==> src/prpm_consts.svh <==
// How it works
// - Gigabit external loopback needs its enable bit
// - Copper reset restores copper configuration fields
// - Fiber reset restores fiber configuration fields
// - Generator reset restores mode and generator fields
// - One group reset leaves other groups alone
// - Software reset bits clear themselves
// - Power down ignores system interface and media
// - Only clearing power-down bits wakes circuits
// - Either copper power-down bit powers copper off
// - Unused circuits power down automatically
// - Power-down bit overrides automatic power management
// - Clearing power down issues that circuit's reset
// - Energy state and sticky change bit visible
// - Energy modes copper only, off with auto-select
// - Mode field: 0x normal, 10 mode1, 11 mode2
// - Mode 1 energy starts negotiation for 5 s
// - Timeout or no energy returns to listening (the code returns to sleep on the window timeout only)
// - Negotiation done enters normal; link loss restarts
// - Mode 2 sends one link pulse per second
// - Leaving power down enters sleep when enabled (the code's release reset clears the mode field, so copper ends in normal)
// - MAC keep-alive bits latch on software reset
`ifndef PRPM_CONSTS_SVH
`define PRPM_CONSTS_SVH
// Register byte offsets
`define PRPM_A_CTRL 4'h0
`define PRPM_A_STAT 4'h4
// Control field positions
`define PRPM_C_CU_SRST 0
`define PRPM_C_FI_SRST 1
`define PRPM_C_GC_SRST 2
`define PRPM_C_CU_PD_A 3
`define PRPM_C_CU_PD_B 4
`define PRPM_C_FI_PD 5
`define PRPM_C_ED_LO 6
`define PRPM_C_ED_HI 7
`define PRPM_C_GIG_LB 8
`define PRPM_C_CU_KEEP 9
`define PRPM_C_FI_KEEP 10
`define PRPM_C_AUTO_SEL 11
// Status field positions
`define PRPM_S_CHG 1
`define PRPM_CTRL_RST 16'h0600
`define PRPM_CTRL_WMASK 16'h0fff
`define PRPM_ED_OFF 2'h0
`define PRPM_ED_MODE2 2'h3
`define PRPM_SPEED_GIG 2'h2
// AXI responses
`define PRPM_OKAY 2'h0
`define PRPM_SLVERR 2'h2
// Timing in own units
`define PRPM_CLK_HZ 20000000
`define PRPM_WAKE_S 5
`define PRPM_NLP_S 1
`endif

==> src/prpm_pkg.sv <==
package prpm_pkg;
    // Copper sleep and wake states
    typedef enum logic [3:0] {
        PRPM_OFF = 4'h1,
        PRPM_SLEEP = 4'h2,
        PRPM_WAKE = 4'h4,
        PRPM_NORM = 4'h8
    } prpm_state_e;
    // Power enables toward the port circuits
    typedef struct packed {
        logic sys_if_on;
        logic mac_if_on;
        logic fiber_on;
        logic copper_on;
    } prpm_pwr_s;
    // Group reset pulses: gen/checker, fiber, copper
    typedef struct packed {
        logic gc;
        logic fi;
        logic cu;
    } prpm_rst_s;
    typedef logic [1:0] prpm_speed_t;
endpackage

==> src/prpm_top.sv <==
// Chosen here: the AXI4-Lite interface to the registers and the address map.
`timescale 1ns/10ps
`include "prpm_consts.svh"
module prpm_top #(
    parameter int WAKE_CYC = `PRPM_WAKE_S * `PRPM_CLK_HZ,
    parameter int NLP_CYC = `PRPM_NLP_S * `PRPM_CLK_HZ
) (
    input wire logic aclk,
    input wire logic aresetn,
    input wire logic hw_reset_pin_n,
    input wire logic [3:0] awaddr,
    input wire logic awvalid,
    output logic awready,
    input wire logic [31:0] wdata,
    input wire logic [3:0] wstrb,
    input wire logic wvalid,
    output logic wready,
    output logic [1:0] bresp,
    output logic bvalid,
    input wire logic bready,
    input wire logic [3:0] araddr,
    input wire logic arvalid,
    output logic arready,
    output logic [31:0] rdata,
    output logic [1:0] rresp,
    output logic rvalid,
    input wire logic rready,
    input wire logic energy_det,
    input wire logic an_done,
    input wire logic link_up,
    input wire prpm_pkg::prpm_speed_t speed,
    input wire logic use_copper,
    input wire logic use_fiber,
    output prpm_pkg::prpm_pwr_s pwr,
    output prpm_pkg::prpm_rst_s grp_rst,
    output logic flp_en,
    output logic nlp_pulse,
    output logic an_restart,
    output logic ext_lb_ok
);
    import prpm_pkg::*;

    // Pin reset folds into the bus reset
    logic rst;
    assign rst = !aresetn || !hw_reset_pin_n;

    logic [15:0] ctrl_r; // Control register
    prpm_rst_s srst_r; // Group reset pulses
    prpm_state_e state_r; // Copper sleep state
    logic [26:0] wake_cnt_r; // Negotiation window
    logic [24:0] nlp_cnt_r; // Link pulse spacing
    logic cu_pd_q_r, fi_pd_q_r, link_q_r; // Edge history
    logic en_r, chg_r; // Energy state and change
    logic [1:0] keep_r; // Latched keep-alive bits
    logic awready_r, wready_r, bvalid_r, arready_r, rvalid_r;
    logic [1:0] bresp_r, rresp_r;
    logic [31:0] rdata_r;
    prpm_pwr_s pwr_r;
    logic flp_r, nlp_r, anr_r, lb_r;

    // Decoded control
    logic cu_pd, fi_pd, ed_on, mode2, wr_hs, rd_hs, wr_ctrl, wr_stat;
    logic en_now, cu_low;
    assign cu_pd = ctrl_r[`PRPM_C_CU_PD_A] || ctrl_r[`PRPM_C_CU_PD_B];
    assign fi_pd = ctrl_r[`PRPM_C_FI_PD];
    // Energy modes only with auto-select off
    assign ed_on = ctrl_r[`PRPM_C_ED_HI] && !ctrl_r[`PRPM_C_AUTO_SEL];
    assign mode2 = ctrl_r[`PRPM_C_ED_HI:`PRPM_C_ED_LO] == `PRPM_ED_MODE2;
    assign wr_hs = awready_r && awvalid && wvalid;
    assign rd_hs = arready_r && arvalid;
    assign wr_ctrl = wr_hs && awaddr == `PRPM_A_CTRL;
    assign wr_stat = wr_hs && awaddr == `PRPM_A_STAT;
    // Media ignored while copper powered down
    assign en_now = energy_det && !cu_pd;
    assign cu_low = state_r == PRPM_OFF || state_r == PRPM_SLEEP;

    // Write channel: take address and data together
    always_ff @(posedge aclk) begin
        if (rst) begin
            awready_r <= 1'b0;
            wready_r <= 1'b0;
            bvalid_r <= 1'b0;
            bresp_r <= `PRPM_OKAY;
        end else begin
            awready_r <= awvalid && wvalid && !awready_r && !bvalid_r;
            wready_r <= awvalid && wvalid && !awready_r && !bvalid_r;
            if (wr_hs) begin
                bvalid_r <= 1'b1;
                bresp_r <= (wr_ctrl || wr_stat) ? `PRPM_OKAY : `PRPM_SLVERR;
            end else if (bready) begin
                bvalid_r <= 1'b0;
            end
        end
    end

    // Read channel: one-cycle ready then data
    always_ff @(posedge aclk) begin
        if (rst) begin
            arready_r <= 1'b0;
            rvalid_r <= 1'b0;
            rdata_r <= 32'h0;
            rresp_r <= `PRPM_OKAY;
        end else begin
            arready_r <= arvalid && !arready_r && !rvalid_r;
            if (rd_hs) begin
                rvalid_r <= 1'b1;
                rresp_r <= `PRPM_OKAY;
                if (araddr == `PRPM_A_CTRL) begin
                    rdata_r <= {16'h0, ctrl_r};
                end else if (araddr == `PRPM_A_STAT) begin
                    rdata_r <= {23'h0, keep_r, lb_r, state_r, chg_r, en_r};
                end else begin
                    rdata_r <= 32'h0;
                    rresp_r <= `PRPM_SLVERR;
                end
            end else if (rready) begin
                rvalid_r <= 1'b0;
            end
        end
    end

    // Control register with group resets
    always_ff @(posedge aclk) begin
        if (rst) begin
            ctrl_r <= `PRPM_CTRL_RST;
        end else begin
            // Reset bits drop one cycle after being set
            ctrl_r[`PRPM_C_GC_SRST:`PRPM_C_CU_SRST] <= 3'h0;
            // Each group touches only its own fields
            if (srst_r.cu) begin
                ctrl_r[`PRPM_C_ED_HI:`PRPM_C_ED_LO] <= `PRPM_ED_OFF;
            end
            if (srst_r.fi) begin
                ctrl_r[`PRPM_C_AUTO_SEL] <= 1'b0;
            end
            if (srst_r.gc) begin
                ctrl_r[`PRPM_C_GIG_LB] <= 1'b0;
            end
            // Software write wins over a group reset
            if (wr_ctrl && wstrb[0]) begin
                ctrl_r[7:0] <= wdata[7:0] & 8'(`PRPM_CTRL_WMASK);
            end
            if (wr_ctrl && wstrb[1]) begin
                ctrl_r[15:8] <= wdata[15:8] & 8'(`PRPM_CTRL_WMASK >> 8);
            end
        end
    end

    // Reset pulses, also on power-down release
    always_ff @(posedge aclk) begin
        if (rst) begin
            srst_r <= '0;
            cu_pd_q_r <= 1'b0;
            fi_pd_q_r <= 1'b0;
        end else begin
            cu_pd_q_r <= cu_pd;
            fi_pd_q_r <= fi_pd;
            srst_r.cu <= ctrl_r[`PRPM_C_CU_SRST] || (cu_pd_q_r && !cu_pd);
            srst_r.fi <= ctrl_r[`PRPM_C_FI_SRST] || (fi_pd_q_r && !fi_pd);
            srst_r.gc <= ctrl_r[`PRPM_C_GC_SRST];
        end
    end

    // Keep-alive takes effect only on its group reset
    always_ff @(posedge aclk) begin
        if (rst) begin
            keep_r <= 2'h3;
        end else begin
            if (srst_r.cu) begin
                keep_r[0] <= ctrl_r[`PRPM_C_CU_KEEP];
            end
            if (srst_r.fi) begin
                keep_r[1] <= ctrl_r[`PRPM_C_FI_KEEP];
            end
        end
    end

    // Energy status and sticky change flag
    always_ff @(posedge aclk) begin
        if (rst) begin
            en_r <= 1'b0;
            chg_r <= 1'b0;
        end else begin
            en_r <= en_now;
            // A change in the clearing cycle still sets
            if (en_now != en_r) begin
                chg_r <= 1'b1;
            end else if (wr_stat && wstrb[0] && wdata[`PRPM_S_CHG]) begin
                chg_r <= 1'b0;
            end
        end
    end

    // Copper sleep and wake machine
    always_ff @(posedge aclk) begin
        if (rst) begin
            state_r <= PRPM_OFF;
        end else if (cu_pd || srst_r.cu) begin
            // Power-down bits override power management
            state_r <= PRPM_OFF;
        end else begin
            case (state_r)
                PRPM_OFF: begin
                    state_r <= ed_on ? PRPM_SLEEP : PRPM_NORM;
                end
                PRPM_SLEEP: begin
                    if (!ed_on) begin
                        state_r <= PRPM_NORM;
                    end else if (en_now) begin
                        state_r <= PRPM_WAKE;
                    end
                end
                PRPM_WAKE: begin
                    if (!ed_on || an_done) begin
                        state_r <= PRPM_NORM;
                    end else if (wake_cnt_r == 27'h0) begin
                        state_r <= PRPM_SLEEP;
                    end
                end
                PRPM_NORM: begin
                    if (ed_on && !link_up && !an_done && link_q_r) begin
                        state_r <= PRPM_WAKE;
                    end
                end
                default: begin
                    state_r <= PRPM_OFF;
                end
            endcase
        end
    end

    // Negotiation window, loaded on entry
    always_ff @(posedge aclk) begin
        if (rst) begin
            wake_cnt_r <= 27'h0;
        end else if (state_r != PRPM_WAKE) begin
            wake_cnt_r <= 27'(WAKE_CYC - 1);
        end else if (wake_cnt_r != 27'h0) begin
            wake_cnt_r <= wake_cnt_r - 27'h1;
        end
    end

    // One normal link pulse per second in mode 2
    always_ff @(posedge aclk) begin
        if (rst) begin
            nlp_cnt_r <= 25'h0;
            nlp_r <= 1'b0;
        end else if (state_r == PRPM_SLEEP && mode2) begin
            nlp_r <= nlp_cnt_r == 25'h0;
            nlp_cnt_r <= (nlp_cnt_r == 25'h0) ? 25'(NLP_CYC - 1) : nlp_cnt_r - 25'h1;
        end else begin
            nlp_r <= 1'b0;
            nlp_cnt_r <= 25'(NLP_CYC - 1);
        end
    end

    // Negotiation start and link-loss restart
    always_ff @(posedge aclk) begin
        if (rst) begin
            link_q_r <= 1'b0;
            anr_r <= 1'b0;
            flp_r <= 1'b0;
        end else begin
            link_q_r <= link_up;
            anr_r <= (state_r == PRPM_SLEEP && ed_on && en_now && !cu_pd)
                || (state_r == PRPM_NORM && link_q_r && !link_up && !cu_pd);
            flp_r <= state_r == PRPM_WAKE && !cu_pd;
        end
    end

    // Power enables: unused or forced-down circuits off
    always_ff @(posedge aclk) begin
        if (rst) begin
            pwr_r <= '0;
            lb_r <= 1'b0;
        end else begin
            pwr_r.copper_on <= !cu_pd && use_copper && !cu_low;
            pwr_r.fiber_on <= !fi_pd && use_fiber;
            pwr_r.sys_if_on <= (use_copper && !cu_pd) || (use_fiber && !fi_pd);
            pwr_r.mac_if_on <= use_copper ? (!cu_low || keep_r[0])
                : (!fi_pd || keep_r[1]);
            // 10/100 loop freely; gigabit needs the bit
            lb_r <= speed != `PRPM_SPEED_GIG || ctrl_r[`PRPM_C_GIG_LB];
        end
    end

    assign awready = awready_r;
    assign wready = wready_r;
    assign bvalid = bvalid_r;
    assign bresp = bresp_r;
    assign arready = arready_r;
    assign rvalid = rvalid_r;
    assign rdata = rdata_r;
    assign rresp = rresp_r;
    assign pwr = pwr_r;
    assign grp_rst = srst_r;
    assign flp_en = flp_r;
    assign nlp_pulse = nlp_r;
    assign an_restart = anr_r;
    assign ext_lb_ok = lb_r;
endmodule

==> config.mk <==
export PLATFORM = sky130hd
export DESIGN_NAME = prpm_top
export DESIGN_NICKNAME = d
export VERILOG_FILES = /design/src/prpm_pkg.sv /design/src/prpm_top.sv
export VERILOG_INCLUDE_DIRS = /design/src /design/src/src
export SDC_FILE = /design/constraint.sdc
export NUM_CORES = 1
export LEC_CHECK = 0
export ABC_AREA = 1
export BUFFER_PORTS_ARGS = -buffer_cell sky130_fd_sc_hd__clkbuf_2
export CORE_MARGIN = 1.5
export CORE_UTILIZATION = 55
export DETAILED_ROUTE_END_ITERATION = 8
export GPL_ROUTABILITY_DRIVEN = 0
export PLACE_DENSITY = 0.91
export SLEW_MARGIN = 20
export SYNTH_ARGS = -nofsm -noshare
export SYNTH_HDL_FRONTEND = slang
export SYNTH_SLANG_ARGS = --single-unit
==> constraint.sdc <==
create_clock -name aclk -period 1.93 [get_ports aclk]
set_input_delay 0.0965 -clock aclk [delete_from_list [all_inputs] [get_ports aclk]]
set_output_delay 0.0965 -clock aclk [all_outputs]
set_load 0.005 [all_outputs]
==> summary.md, run 1 <==
| Metric | Value |
|---|---|
| Routed length per placed instance | `between 10 and 15 um` |
| CP Class | `flip-flop to flip-flop` |
| Sequential area share after synthesis | `between 30% and 40%` |
| Starting Density | `between 50% and 60%` |
| Max Cap Viol | `0` |
| Post-synth EDFFs | `0` |
| Worst setup EP type | `flip-flop` |
| CP peak stage delay | `between 0.3 and 0.4 ns` |
| Reg2reg end | `wake_cnt_r[0]` |
| Asr flop ratio synth | `0%` |
| Critical path fanouts, max | `27` |
| Antenna Cells | `0` |
| Largest net degree at the start of global routing | `61` |
| CP startpoint | `wake_cnt_r[0]` |
| Chip width | `approximately 100 um` |
| Syn Area/Cell | `7.15 sq um` |
| Post-CTS setup buffer count | `0` |
| WP data required | `2.23 ns` |
| Drt pass-1 iters | `7` |
| Cell taking the most area after synthesis | `dfxtp_1` |
| IO Pins | `~110` |
| TritonCTS Sinks | `104` |
| Max clock buf depth | `2` |
| # DRC | `0` |
| Met1 WL | `5220 um` |
| CTS Hold Bufs | `21` |
| Crit share post-route | `just under 90%` |
| Die H | `102 um` |
| Util after Layout | `between 60% and 70%` |
| Final WL | `roughly 13000 um` |
| Layout cell share with drive strength beyond 1 | `19.3%` |
| Vias in the first global route | `approximately 4700` |
| Post-synth top area share | `between 30% and 40%` |
| PostCTS Resize Cnt | `0` |
| Worst R2R Setup Slack | `0.24 ns` |
| LEAKAGE | `3.05 nW` |
| Final #Nets | `910` |
| Final instance area | `0.00623 sq mm` |
| #FFs+latches synth | `104` |
| Hold Path Depth | `3` |
| Worst skew pair latency | `0.40 ns` |
| Finish-stage setup viols | `0` |
| Synth area leaders | `dfxtp_1 38%, nand2_1 8.9%, inv_1 8.1%` |
| CTS buffer count | `9` |
| Max layer used | `met4` |
| DRT iter0 DRCs | `310` |
| Post-route antenna net violation count | `0` |
| Crit start category | `flip-flop` |
| Status | `finished clean` |
| Die area | `roughly 0.010 sq mm` |
| Slowest library cell on the worst path | `dfxtp_1` |
| Cell Chain, Critical Path | `inv_1, ha_1, nand2_2, inv_4, nand2_4, nor2_8, nand2_8, nand2_1, nand2_1, o21ai_1, inv_1` |
| Placement-stage cell area | `~0.0058 sq mm` |
| Setup_tns | `0 ns` |
| Netlist Area Pre-Place | `between 0.005 and 0.006 sq mm` |
| Final slew viol count | `0` |
| HP Class | `input pin to flip-flop` |
| Synthesis Warnings | `0` |
| Avg Vias per Cell | `slightly above 5` |
| RR Startpoint | `wake_cnt_r[0]` |
| Min cycle time layout | `roughly 1.7 ns` |
| Fillers | `about 800` |
| Final Hold Vio Count | `0` |
| Seq. cell area | `between 0.002 and 0.0025 sq mm` |
| Commonest non-fill, non-tap cell in the layout | `nand2_1` |
| Via count | `5100` |
| Core area | `roughly 0.0097 sq mm` |
| FMAX | `between 500 and 600 MHz` |
| WL met3 | `roughly 870 um` |
| VDD IR-drop max | `739 uV` |
| Cell Rows | `36` |
| Hpwl dp | `approximately 8500 um` |
| P per Cell Area | `about 670 mW/mm^2` |
| Critical path destination | `wake_cnt_r[0]` |
| Total Routing Usage GR | `25.7%` |
| Most frequent cells in the layout | `128 x nand2_1, 118 x inv_1, 113 x nor2_1` |
| Congestion Overflow GR | `0` |
| First-pass GRT wire length | `between 20000 and 25000 um` |
| Reg2reg path depth | `11` |
| CP Data Arrival Time | `roughly 2.0 ns` |
| CTS tree | `done` |
| Clock transition at path regs | `between 0.1 and 0.15 ns` |
| Area of the multi-input gates | `between 0.002 and 0.003 sq mm` |
| Area Growth Syn to Fin | `14.6%` |
| Root Driver | `clkbuf_8` |
| Routed wl met2 | `6320 um` |
| Antenna violations before repair | `0` |
| IO buf count | `66` |
| Power consumption | `between 0.004 and 0.005 W` |
| Synth unique cells | `43` |
| RSZ-0062 raised after global routing | `no` |
| Skew final | `0.0137 ns` |
| Post-Synthesis Cells | `760` |
| H-tree depth | `3` |
| Top_reg_cell synth | `dfxtp_1` |
[layout make-up]
class	count	area share, %
multi-input cells	514	43.4
flip-flops and latches	104	33.4
repair buffers	93	9.60
inverters	126	7.67
well taps	133	2.67
clock buffers	9	1.99
clock inverters	7	1.31
[where the power goes]
group	internal (W)	switching, W	total [W]
clock network	0.000518	0.000875	0.00139
registers	0.00220	0.0000436	0.00224
logic	0.000211	0.000339	0.000550
total	0.00293	0.00126	0.00419
[synthesized netlist by cell type (2+ instances only)]
cell type	count
nor2_4	3
nand3b_4	4
buf_4	24
nor3_2	2
o31ai_1	2
nand4_1	11
inv_2	6
xnor2_1	3
inv_1	118
buf_2	4
nor2_8	3
nand3_1	44
a31oi_1	3
nor3_1	7
nand3_2	10
a32oi_1	3
nand2_4	4
o21ai_0	40
a21oi_1	43
a21oi_2	15
nor2_1	113
clkbuf_1	6
nand2_2	7
xor2_1	11
nor4_1	3
nor2_2	12
inv_4	2
ha_1	3
nand2_1	129
o22ai_1	5
dfxtp_1	104
or2_2	5
[through the flow]
| stage | std cells | hold WS [ns] | setup WS, ns |
|---|---|---|---|
| 2_1_floorplan | 781 | 0.192 | 0.386 |
| 3_3_place_gp | 949 | 0.279 | 0.300 |
| 3_5_place_dp | 949 | 0.282 | 0.243 |
| 4_1_cts | 986 | 0.00643 | 0.220 |
| 5_1_grt | 986 | 0.0138 | 0.0390 |
| 6_report | 986 | 0.0103 | 0.235 |
[registers in the layout, summed over array words and instances, names as in the netlist, 2 cells and up]
signal	count
nlp_cnt_r	25
pwr	4
grp_rst	3
ctrl_r	12
wake_cnt_r	27
keep_r	2
state_r	4
rdata	12
[worst min path at each step]
| stage | startpoint | to | slack (ns) |
|---|---|---|---|
| floorplan | speed[1] | ext_lb_ok | 0.19 |
| global placement | speed[1] | ext_lb_ok | 0.28 |
| detailed placement | speed[1] | ext_lb_ok | 0.28 |
| CTS | wvalid | bvalid | 0.006 |
| global route | wdata[3] | ctrl_r[3] | 0.01 |
| finish | wvalid | bvalid | 0.01 |
[worst max-delay path, delay by kind of cell (launching register included)]
family,cells,cell delay [ns]
AO/OA/AOI/OAI,1,0.13
AND/OR/NAND/NOR,6,0.66
adder cells (fa/ha/maj),1,0.22
flip-flops,1,0.31
buffers and inverters,3,0.28
[cells by family after synthesis]
group / after synthesis / share of synthesized area [%]
AND/OR/NAND/NOR: 361 / 33.0
buffers and inverters: 163 / 13.5
XOR/XNOR: 14 / 2.25
adder cells (fa/ha/maj): 3 / 0.690
other: 1 / 0.0690
flip-flops: 104 / 38.3
AO/OA/AOI/OAI: 114 / 12.1
[per-layer routing]
metal	global-route usage, %	vias up
met5	0	-
met4	9.27	0
met3	7.59	36
met2	43.9	205
met1	30.7	2324
li1	-	2535
Note: power is estimated with default switching activity, not from simulation.
==> inputs of run 2 (changes only) <==
- CORE_UTILIZATION: 55 -> 43
- PLACE_DENSITY: 0.91 -> 0.76
- SLEW_MARGIN: 20 -> 40
==> summary.md, run 2 (synthesis results as in run 1) <==
| Metric | Value |
|---|---|
| # DRC | `0 (unchanged)` |
| Finish-stage setup viols | `0 (unchanged)` |
| Layout cell share with drive strength beyond 1 | `19.5% (+0.14 points)` |
| TritonCTS Sinks | `104 (unchanged)` |
| Max Cap Viol | `0 (unchanged)` |
| Critical path fanouts, max | `4 (-85%)` |
| Chip width | `115 um (+13%)` |
| Vias in the first global route | `4585 (-2.1%)` |
| CP Class | `flip-flop to flip-flop` |
| CP Data Arrival Time | `1.90 ns (-0.09 ns)` |
| First-pass GRT wire length | `20500 um (-3.8%)` |
| CTS buffer count | `9 (unchanged)` |
| Clock transition at path regs | `0.08 ns (-0.03 ns)` |
| Avg Vias per Cell | `4.81 (-7.0%)` |
| Cell Chain, Critical Path | `inv_1, ha_1, nand3_2, inv_1, nand2_2, nor2_2, nand3_2, nor2_1, nand2_1, nand2_1, nor2_1` |
| Drt pass-1 iters | `5 (-2)` |
| Area of the multi-input gates | `0.00270 sq mm (unchanged)` |
| FMAX | `610 MHz (+3.3%)` |
| Die H | `115 um (+13%)` |
| Status | `finished clean` |
| Largest net degree at the start of global routing | `39 (-36%)` |
| Setup_tns | `0 ns (unchanged)` |
| HP Class | `input pin to flip-flop` |
| Slowest library cell on the worst path | `dfxtp_1` |
| CP peak stage delay | `0.30 ns (about the same)` |
| Cell Rows | `40 (+11%)` |
| Most frequent cells in the layout | `128 x nand2_1, 118 x inv_1, 113 x nor2_1` |
| Post-CTS setup buffer count | `0 (unchanged)` |
| Antenna violations before repair | `0 (unchanged)` |
| H-tree depth | `3 (unchanged)` |
| Commonest non-fill, non-tap cell in the layout | `nand2_1` |
| Final #Nets | `909 (-0.11%)` |
| Seq. cell area | `0.00208 sq mm (unchanged)` |
| Core area | `0.0122 sq mm (+26%)` |
| VDD IR-drop max | `449 uV (-39%)` |
| Routed length per placed instance | `12.0 um (-6.9%)` |
| IO buf count | `66 (unchanged)` |
| RSZ-0062 raised after global routing | `no` |
| Starting Density | `44.7% (-11 points)` |
| Root Driver | `clkbuf_16` |
| CTS tree | `done` |
| DRT iter0 DRCs | `345 (+11%)` |
| Most flop-heavy register | `wake_cnt_r` |
| Crit start category | `flip-flop` |
| Largest regs | `wake_cnt_r: 27 flops, nlp_cnt_r: 25 flops` |
| LEAKAGE | `3.08 nW (+1.2%)` |
| Post-route antenna net violation count | `0 (unchanged)` |
| Antenna Cells | `0 (unchanged)` |
| Fillers | `1172 (+47%)` |
| Worst setup EP type | `flip-flop` |
| Crit-path leading delay family | `simple AND/OR/NAND/NOR gates` |
| Largest register FFs | `27 (unchanged)` |
| Crit share post-route | `85.0% (-2.8 points)` |
| P per Cell Area | `729 mW/mm^2 (+8.5%)` |
| Via count | `4904 (-3.8%)` |
| Max clock buf depth | `2 (unchanged)` |
| Worst skew pair latency | `0.35 ns (-0.05 ns)` |
| Crit path buffers/inverters | `2 (-1)` |
| Hpwl dp | `8790 um (+2.9%)` |
| Final WL | `12200 um (-3.7%)` |
| IO Pins | `111 (unchanged)` |
| Area Growth Syn to Fin | `16.8%` |
| Min cycle time layout | `1.64 ns (-0.0546 ns)` |
| Power consumption | `0.00463 W (+11%)` |
| Final slew viol count | `0 (unchanged)` |
| Congestion Overflow GR | `0 (unchanged)` |
| Total Routing Usage GR | `19.2% (-6.5 points)` |
| Final Hold Vio Count | `0 (unchanged)` |
| Skew final | `0.00904 ns (-0.00462 ns)` |
| Die area | `0.0133 sq mm (+27%)` |
| WP data required | `2.19 ns (-0.04 ns)` |
[run 2: area by class of cell]
class	instances	area share, %
Inverter	126	7.53
Clock inverter	7	1.24
Clock buffer	9	3.55
Tap cell	168	3.31
Sequential cell	104	32.8
Multi-Input combinational cell	514	42.6
Timing Repair Buffer	92	9.03
[run 2: worst paths after layout]
kind / from / end / slack, ns / cells past startpoint
worst min register to register: fi_pd_q_r / grp_rst[1] / 0.46 / 2
worst max register to register: nlp_cnt_r[0] / nlp_cnt_r[22] / 0.29 / 11
worst min-delay path: use_fiber / pwr[1] / 0.03 / 3
worst max-delay path: nlp_cnt_r[0] / nlp_cnt_r[22] / 0.29 / 11
[run 2: power by group]
group	internal [W]	switching, W
clock network	0.000922	0.000928
logic	0.000208	0.000329
registers	0.00220	0.0000434
[run 2: repair_timing]
item,in CTS,in global routing
endpoints found under the hold margin,17,0
gates resized for setup,0,0
hold buffers,19,0
[run 2: worst min-delay path: cells and delay by family]
kind,cells,cell delay [ns]
buffers and inverters,1,0.10
AND/OR/NAND/NOR,2,0.15
[run 2: metrics by stage]
stage | hold WS (ns) | util (%) | instances | instance area (sq um) | worst slack [ns]
final | 0.0263 | 52.2 | 1020 | 6350 | 0.290
after global routing | 0.0245 | 52.2 | 1020 | 6350 | 0.123
after CTS | 0.0122 | 52.2 | 1020 | 6350 | 0.284
after detailed placement | 0.281 | 48.1 | 985 | 5850 | 0.300
after global placement | 0.282 | 48.1 | 985 | 5850 | 0.331
after floorplan | 0.192 | - | 781 | 5520 | 0.386
[run 2: routing by layer]
layer / wire length, um / GRT usage, % / vias to the layer above / part of all wire, %
li1: - / - / 2524 / -
met1: 5510 / 23.2 / 2226 / 45
met2: 5870 / 33.7 / 135 / 48
met3: 641 / 4.86 / 19 / 5.2
met4: 219 / 5.93 / 0 / 1.8
met5: 0 / 0 / - / 0
